[config.mk]
export PLATFORM = sky130hd
export DESIGN_NAME = indexed_port_watchdog_timer
export DESIGN_NICKNAME = d
export VERILOG_FILES = /design/src/design/wdt_pkg.sv /design/src/design/indexed_port_watchdog_timer.sv
export SDC_FILE = /design/constraint.sdc
export NUM_CORES = 1
export LEC_CHECK = 0
export ABC_AREA = 1
export BUFFER_PORTS_ARGS = -buffer_cell sky130_fd_sc_hd__buf_4
export CORE_AREA = 2 2 95 97
export DETAILED_ROUTE_END_ITERATION = 8
export DIE_AREA = 0 0 97 99
export GPL_ROUTABILITY_DRIVEN = 1
export PLACE_DENSITY = 0.78
export SLEW_MARGIN = 5
export SYNTH_ARGS = -nofsm -noshare
export SYNTH_HDL_FRONTEND = slang
export SYNTH_SLANG_ARGS = --single-unit
export TNS_END_PERCENT = 10
[constraint.sdc]
create_clock -name clk_i -period 2.08 [get_ports clk_i]
set_clock_uncertainty 0.15 [all_clocks]
set_input_delay 0.416 -clock clk_i [delete_from_list [all_inputs] [get_ports clk_i]]
set_output_delay 0.416 -clock clk_i [all_outputs]
set_load 0.05 [all_outputs]
[src/design/wdt_pkg.sv]
// Purpose: Shared constants for the indexed port watchdog timer
// Assumes: 200 MHz core clock, 8-bit host port interface
// Notes: Port addresses, keys, indexes and field positions live here
package wdt_pkg;

    // ************************************************
    // Host ports and keys
    // ************************************************
    localparam logic [7:0] ADDR_PORT = 8'h2E;
    localparam logic [7:0] DATA_PORT = 8'h2F;
    localparam logic [7:0] KEY_UNLOCK = 8'h87;
    localparam logic [7:0] KEY_LOCK = 8'hAA;

    // ************************************************
    // Register indexes and values
    // ************************************************
    localparam logic [7:0] IDX_BANK = 8'h07;
    localparam logic [7:0] BANK_WDT = 8'h08;
    localparam logic [7:0] IDX_ACTIVATE = 8'h30;
    localparam logic [7:0] ACTIVATE_ON = 8'h01;
    localparam logic [7:0] IDX_UNIT = 8'hF5;
    localparam logic [7:0] IDX_COUNT = 8'hF6;
    localparam logic [7:0] IDX_CTRL = 8'hF7;
    localparam logic [7:0] COUNT_RESET = 8'h00;
    localparam logic [7:0] BYTE_ZERO = 8'h00;
    localparam logic [7:0] BANK_RESET = 8'h00;

    // ************************************************
    // Field positions
    // ************************************************
    localparam int UNIT_BIT = 3;
    localparam int MOUSE_BIT = 7;
    localparam int KBD_BIT = 6;
    localparam int FORCE_BIT = 5;
    localparam int STATUS_BIT = 4;
    localparam int ACTIVE_BIT = 0;

    // ************************************************
    // Timing
    // ************************************************
    localparam longint CLK_HZ = 200000000;
    localparam longint TICK_TIME_S = 1;
    localparam longint SEC_CYCLES_DEF = CLK_HZ * TICK_TIME_S;
    localparam logic [5:0] SEC_PER_MIN = 6'h3C;

    // Configuration access states
    typedef enum logic [1:0]
    {
        CFG_LOCKED = 2'b00,
        CFG_KEY1 = 2'b01,
        CFG_OPEN = 2'b10
    } cfg_state_e;

endpackage

[src/design/indexed_port_watchdog_timer.sv]
// Purpose: Watchdog timer behind an index/data host port pair
// Assumes: Host port strobes are synchronous to clk_i; activity inputs are not
// Notes: Notes on behaviour follow
module indexed_port_watchdog_timer
    import wdt_pkg::*;
#(
    parameter longint SEC_CYCLES = wdt_pkg::SEC_CYCLES_DEF
)
(
    // Clock and reset
    input wire logic clk_i,
    input wire logic reset_n_i,
    // Host port access
    input wire logic [7:0] io_addr_i,
    input wire logic io_wr_i,
    input wire logic io_rd_i,
    input wire logic [7:0] io_wdata_i,
    output logic [7:0] io_rdata_o,
    // Activity sources, asynchronous
    input wire logic mouse_act_i,
    input wire logic kbd_act_i,
    // Timeout signal
    output logic timeout_o
);
    import wdt_pkg::*;

    // ************************************************
    // Declarations
    // ************************************************
    cfg_state_e state, next_state;
    logic [7:0] index, next_index;
    logic [7:0] bank, next_bank;
    logic active, next_active;
    logic unit_min, next_unit_min;
    logic [7:0] reload, next_reload;
    logic [7:0] cnt, next_cnt;
    logic mouse_en, next_mouse_en;
    logic kbd_en, next_kbd_en;
    logic timed_out, next_timed_out;
    logic [7:0] rdata, next_rdata;
    logic [31:0] sec_cnt, next_sec_cnt;
    logic [5:0] min_cnt, next_min_cnt;
    logic [1:0] mouse_sync, kbd_sync;
    logic mouse_last, kbd_last;
    logic addr_wr, data_wr, data_rd;
    logic sec_tick, min_tick, unit_tick;
    logic mouse_pulse, kbd_pulse, act_reload;
    logic count_wr, force_wr;

    // Selected bank register hit while access is open
    function automatic logic reg_hit(input cfg_state_e st, input logic [7:0] bk,
                                     input logic [7:0] idx, input logic [7:0] want);
        reg_hit = (st == CFG_OPEN) && (bk == BANK_WDT) && (idx == want);
    endfunction

    // ************************************************
    // Port decode
    // ************************************************
    // Address and data port strobes
    assign addr_wr = io_wr_i && (io_addr_i == ADDR_PORT);
    assign data_wr = io_wr_i && (io_addr_i == DATA_PORT) && (state == CFG_OPEN);
    assign data_rd = io_rd_i && (io_addr_i == DATA_PORT);
    assign count_wr = data_wr && reg_hit(state, bank, index, IDX_COUNT);
    assign force_wr = data_wr && reg_hit(state, bank, index, IDX_CTRL) && io_wdata_i[FORCE_BIT];

    // ************************************************
    // Activity synchronisers
    // ************************************************
    // Two flops before use; edge detect sits on the second stage only
    always_ff @(posedge clk_i)
    begin
        if (!reset_n_i)
        begin
            mouse_sync <= 2'h0;
            kbd_sync <= 2'h0;
            mouse_last <= 1'b0;
            kbd_last <= 1'b0;
        end
        else
        begin
            mouse_sync <= {mouse_sync[0], mouse_act_i};
            kbd_sync <= {kbd_sync[0], kbd_act_i};
            mouse_last <= mouse_sync[1];
            kbd_last <= kbd_sync[1];
        end
    end

    // Rising edges count as one activity event each
    assign mouse_pulse = mouse_sync[1] && !mouse_last;
    assign kbd_pulse = kbd_sync[1] && !kbd_last;
    assign act_reload = (mouse_pulse && mouse_en) || (kbd_pulse && kbd_en);

    // ************************************************
    // Configuration access and registers
    // ************************************************
    // Unlock sequence, index capture and register writes
    always_comb
    begin
        next_state = state;
        next_index = index;
        next_bank = bank;
        next_active = active;
        next_unit_min = unit_min;
        next_reload = reload;
        next_mouse_en = mouse_en;
        next_kbd_en = kbd_en;
        if (addr_wr)
        begin
            unique case (state)
                CFG_LOCKED: next_state = (io_wdata_i == KEY_UNLOCK) ? CFG_KEY1 : CFG_LOCKED;
                CFG_KEY1: next_state = (io_wdata_i == KEY_UNLOCK) ? CFG_OPEN : CFG_LOCKED;
                CFG_OPEN:
                begin
                    if (io_wdata_i == KEY_LOCK)
                        next_state = CFG_LOCKED;
                    else
                        next_index = io_wdata_i;
                end
                default: next_state = CFG_LOCKED;
            endcase
        end
        if (data_wr)
        begin
            if (index == IDX_BANK)
                next_bank = io_wdata_i;
            if (reg_hit(state, bank, index, IDX_ACTIVATE))
                next_active = (io_wdata_i == ACTIVATE_ON);
            if (reg_hit(state, bank, index, IDX_UNIT))
                next_unit_min = io_wdata_i[UNIT_BIT];
            if (count_wr)
                next_reload = io_wdata_i;
            if (reg_hit(state, bank, index, IDX_CTRL))
            begin
                next_mouse_en = io_wdata_i[MOUSE_BIT];
                next_kbd_en = io_wdata_i[KBD_BIT];
            end
        end
    end

    // Configuration registers; everything disabled after reset
    always_ff @(posedge clk_i)
    begin
        if (!reset_n_i)
        begin
            state <= CFG_LOCKED;
            index <= BYTE_ZERO;
            bank <= BANK_RESET;
            active <= 1'b0;
            unit_min <= 1'b0;
            reload <= COUNT_RESET;
            mouse_en <= 1'b0;
            kbd_en <= 1'b0;
        end
        else
        begin
            state <= next_state;
            index <= next_index;
            bank <= next_bank;
            active <= next_active;
            unit_min <= next_unit_min;
            reload <= next_reload;
            mouse_en <= next_mouse_en;
            kbd_en <= next_kbd_en;
        end
    end

    // ************************************************
    // Tick generation
    // ************************************************
    // Prescalers restart on a count write so the first period is whole
    assign sec_tick = active && (sec_cnt == 32'(SEC_CYCLES - 1));
    assign min_tick = sec_tick && (min_cnt == SEC_PER_MIN - 6'h01);
    assign unit_tick = unit_min ? min_tick : sec_tick;
    always_comb
    begin
        next_sec_cnt = sec_cnt;
        next_min_cnt = min_cnt;
        if (count_wr || !active)
        begin
            next_sec_cnt = 32'h0;
            next_min_cnt = 6'h00;
        end
        else if (sec_tick)
        begin
            next_sec_cnt = 32'h0;
            next_min_cnt = min_tick ? 6'h00 : min_cnt + 6'h01;
        end
        else
            next_sec_cnt = sec_cnt + 32'h1;
    end
    always_ff @(posedge clk_i)
    begin
        if (!reset_n_i)
        begin
            sec_cnt <= 32'h0;
            min_cnt <= 6'h00;
        end
        else
        begin
            sec_cnt <= next_sec_cnt;
            min_cnt <= next_min_cnt;
        end
    end

    // ************************************************
    // Countdown and timeout
    // ************************************************
    // Reload beats a tick; expiry or a forced timeout beats the clear
    always_comb
    begin
        next_cnt = cnt;
        next_timed_out = timed_out;
        if (count_wr)
        begin
            next_cnt = io_wdata_i;
            next_timed_out = 1'b0;
        end
        else if (act_reload && active)
            next_cnt = reload;
        else if (unit_tick && (cnt != COUNT_RESET))
            next_cnt = cnt - 8'h01;
        if (unit_tick && (cnt == 8'h01) && !(act_reload && active))
            next_timed_out = 1'b1;
        if (force_wr && active)
            next_timed_out = 1'b1;
    end
    always_ff @(posedge clk_i)
    begin
        if (!reset_n_i)
        begin
            cnt <= COUNT_RESET;
            timed_out <= 1'b0;
        end
        else
        begin
            cnt <= next_cnt;
            timed_out <= next_timed_out;
        end
    end
    assign timeout_o = timed_out;

    // ************************************************
    // Read path
    // ************************************************
    // Force bit always reads zero since it clears itself
    always_comb
    begin
        next_rdata = rdata;
        if (io_rd_i && (io_addr_i == ADDR_PORT))
            next_rdata = index;
        else if (data_rd)
        begin
            next_rdata = BYTE_ZERO;
            if (state == CFG_OPEN && index == IDX_BANK)
                next_rdata = bank;
            else if (reg_hit(state, bank, index, IDX_ACTIVATE))
                next_rdata[ACTIVE_BIT] = active;
            else if (reg_hit(state, bank, index, IDX_UNIT))
                next_rdata[UNIT_BIT] = unit_min;
            else if (reg_hit(state, bank, index, IDX_COUNT))
                next_rdata = cnt;
            else if (reg_hit(state, bank, index, IDX_CTRL))
            begin
                next_rdata[MOUSE_BIT] = mouse_en;
                next_rdata[KBD_BIT] = kbd_en;
                next_rdata[STATUS_BIT] = timed_out;
            end
        end
    end
    always_ff @(posedge clk_i)
    begin
        if (!reset_n_i)
            rdata <= BYTE_ZERO;
        else
            rdata <= next_rdata;
    end
    assign io_rdata_o = rdata;
endmodule

==> results by group <==
Floorplanning
  – Die Footprint: ~0.0096 sq mm
  – Initial core utilization: approximately three fifths
  – Die X: ~97 microns
  – I/O pins: 31
  – Area of the core: between 0.008 and 0.009 sq mm
  – Standard-cell rows: 34
  – Die height: between 90 and 100 microns

Run status
  – Outcome: complete, no violations

Clocking
  – H-tree Lvls: 3
  – Clk_lat worst skew: 370 ps
  – CTS tree: yes
  – CTS Root Cell: clkbuf_8
  – Worst-path clk slew: about 100 ps
  – CTS max path bufs: 2
  – Post-CTS setup buffer count: 0
  – CTS Sinks: 91
  – Hold Buf Count CTS: 0
  – Total CTS buffers: 9
  – PostCTS Resize Cnt: 0

STA
  – Rel. slew slack: about 70%
  – Final min period: 1926 ps
  – Final Hold Fails: 0
  – Max Clk Rate: just over 500 MHz
  – Final worst-path cycle share: slightly above 90%
  – Setup violators final: 0
  – Max-slew violation count: 0
  – Unrepaired setup endpoints after global routing: yes
  – WHS: 75.63 ps
  – Worst slew pin tran: 457.5 ps
  – Setup tns final: 0 ps

Global routing
  – Met1 Track Usage GR: between 30% and 40%
  – Initial antenna violation count: 0
  – GRT Total Usage: between 20% and 30%
  – Number of global-route vias before repair: slightly below 5000
  – GRT Residual Overflow: 0
  – Most Crowded Layer GR: met2
  – First-pass GRT wire length: ~22 mm
  – Routing usage on met2: between 50% and 60%
  – Largest net degree at the start of global routing: 33
  – Met3 Track Usage GR: roughly 4.8%

Worst setup path
  – Setup crit end kind: flip-flop
  – Most used cell, CP: nor2_1
  – CP required: 2200 ps
  – Worst Setup Path Type: flip-flop to flip-flop
  – Maximum fanout along the worst path: 16
  – R2r startpoint: active$_SDFFE_PN0P_
  – CP max-delay cell: dfxtp_1
  – Crit start category: flip-flop
  – Worst Setup SP: active$_SDFFE_PN0P_
  – CP arrival: about 2000 ps
  – Cell chain of the critical path: inv_1, nor2_1, nand2_1, nor2_1, nand2_1, nor2_4, o2111ai_2, buf_4, a21oi_1, nor2_1
  – Depth of the most critical reg-to-reg path: 10
  – Max incr delay on CP: 450 ps

Power and ir drop
  – Leak: roughly 0.0024 uW
  – Total power: ~3400 uW
  – Power per cell area: between 500 and 600 mW/mm^2
  – VDD IR max: about 590 uV

Min path
  – Hold_sp: kbd_act_i
  – Hold crit path type: input port to flip-flop
  – Worst Hold Path Cells: 3

Route
  – DRC viols: 0
  – Post-route ant nets: 0
  – Final wirelength: 13.10 mm
  – Via count: between 5000 and 6000
  – Wire length per cell: approximately 14 microns
  – Initial DRC Count: 229
  – Vias/cell: between 5 and 6
  – Pre-antenna DRT Iters: 5

Synth
  – Avg Cell Area, Syn: 6.623 sq um
  – Synthesized Nets: 790
  – Post-synth top area cell: dfxtp_1
  – Post-Syn Area: 0.005054 sq mm
  – Top area cells in the synthesized netlist: dfxtp_1 36%, nand2_1 13%, a21oi_1 7.3%
  – YS warnings: 0
  – Unique cell type count in the Yosys netlist: 39
  – Sequential share of the synthesized area: 36.05%
  – Seq cells post-synth: approximately 90
  – Area fraction of the dominant cell type after synthesis: 36.05%
  – Mapped Cells: about 760

Place
  – Routability cong.: approximately 0.9
  – Port Buf Inserts: 30
  – Detailed-placement wirelength estimate: between 9 and 10 mm

Cells and area
  – Diodes inserted: 0
  – Layout Nets: approximately 830
  – Fillers: between 700 and 800
  – Ratio of cells with drive above 1 in the final layout: a little over an eighth
  – Area Overhead vs Synth: 14.14%

Run
  – Max Cap Viol: 0
-- area by class of cell --
class                           instances  area [sq um]  area share [%]
Tap cell                              108         135.1           2.343
Timing Repair Buffer                   51         407.9           7.072
Inverter                               99         374.1           6.486
Clock buffer                           10         137.6           2.386
Multi-Input combinational cell        555          2779           48.18
Sequential cell                        91          1822           31.58
Clock inverter                          6         112.6           1.952
-- cell usage after synthesis --
master     instances
nand3b_2           1
nand4_2            1
nor3b_1            4
nand3_1           54
buf_6              1
nor3b_2            1
nor2_4             3
dfxtp_1           91
o2111ai_2          1
nor2_2             8
nand4_1           16
a21oi_1           74
clkinv_1           1
nand2_2            2
clkbuf_1           6
nor2_8             2
nand3_4            1
a211oi_1           1
nand3_2            4
ha_1               5
xor2_1            10
and3_1             1
nand3b_1           2
o21ai_0           31
a31oi_1            2
buf_4              1
inv_4              1
inv_2              4
or2_0              4
o2111ai_1          8
o211ai_1           1
buf_2             10
inv_1             93
nor2_1            88
nand2_1          175
xnor2_1            5
nor4_1             6
nor3_1            34
or2_2             10
-- worst paths after layout --
check | end | slack (ps)
worst max register to register | cnt[4]$_SDFFE_PN0P_ | 150
worst min-delay path | kbd_sync[0]$_SDFF_PN0_ | 80
worst min register to register | mouse_last$_SDFF_PN0_ | 270
worst max-delay path | cnt[4]$_SDFFE_PN0P_ | 150
-- logic make-up after synthesis --
kind of cell             Yosys count  share of synthesized area (%)
XOR/XNOR                          15                          2.600
flip-flops                        91                          36.05
buffers and inverters            117                          9.210
adder cells (fa/ha/maj)            5                          1.238
AO/OA/AOI/OAI                    118                          12.63
AND/OR/NAND/NOR                  417                          38.28
-- per-layer routing --
layer  wire [microns]  up-vias
met2             6698      159
met4              384        0
met5                0        -
met1             5306     2287
met3              714       32
li1                 -     2577
-- power by group --
| group | internal (uW) | total [uW] | switching [uW] |
|---|---|---|---|
| Clock | 834 | 1500 | 671 |
| Combinational | 39.9 | 102 | 62.4 |
| Sequential | 1750 | 1750 | 1.37 |
| Total | 2620 | 3350 | 735 |
-- cell usage in the layout, fill, tap and decap left out, types with 2 or more instances in the layout --
| master | count |
|---|---|
| or2_0 | 4 |
| nand3b_1 | 2 |
| nor2_2 | 9 |
| nor4_1 | 6 |
| nand3_1 | 52 |
| clkinv_4 | 2 |
| inv_1 | 93 |
| a31oi_1 | 2 |
| o21ai_0 | 31 |
| nor2_1 | 87 |
| inv_2 | 4 |
| nor3_1 | 34 |
| bufinv_16 | 3 |
| nand3_2 | 6 |
| nor3b_1 | 4 |
| nand2_1 | 175 |
| nor2_4 | 3 |
| xor2_1 | 10 |
| ha_1 | 5 |
| xnor2_1 | 5 |
| buf_4 | 49 |
| nand2_2 | 2 |
| or2_2 | 10 |
| o2111ai_1 | 8 |
| clkbuf_8 | 10 |
| nand4_1 | 16 |
| nor2_8 | 2 |
| buf_12 | 2 |
| a21oi_1 | 74 |
| dfxtp_1 | 91 |
-- stage by stage --
step / util, % / area (sq um) / setup slack (ps) / std cells
after global routing: 67.46 / 5768 / -58.24 / 920
after CTS: 67.31 / 5756 / 121.5 / 920
final: 67.46 / 5768 / 154.3 / 920
after detailed placement: 64.38 / 5505 / 49.94 / 904
after floorplan: - / 5054 / 236.2 / 763
after global placement: 64.38 / 5505 / 104.4 / 904
-- flip-flops by register name, indices dropped and copies added, names as in the netlist, 2 cells and up --
name,cells
min_cnt,6
index,8
state,2
sec_cnt,32
mouse_sync,2
cnt,8
kbd_sync,2
reload,8
io_rdata_o,8
bank,8
-- critical path: cells and delay by family (launching register included) --
| family | cells | cell delay (ps) |
|---|---|---|
| buffers and inverters | 2 | 350 |
| AO/OA/AOI/OAI | 2 | 280 |
| AND/OR/NAND/NOR | 6 | 590 |
| flip-flops | 1 | 450 |
Power figures use the tool's default switching activity.
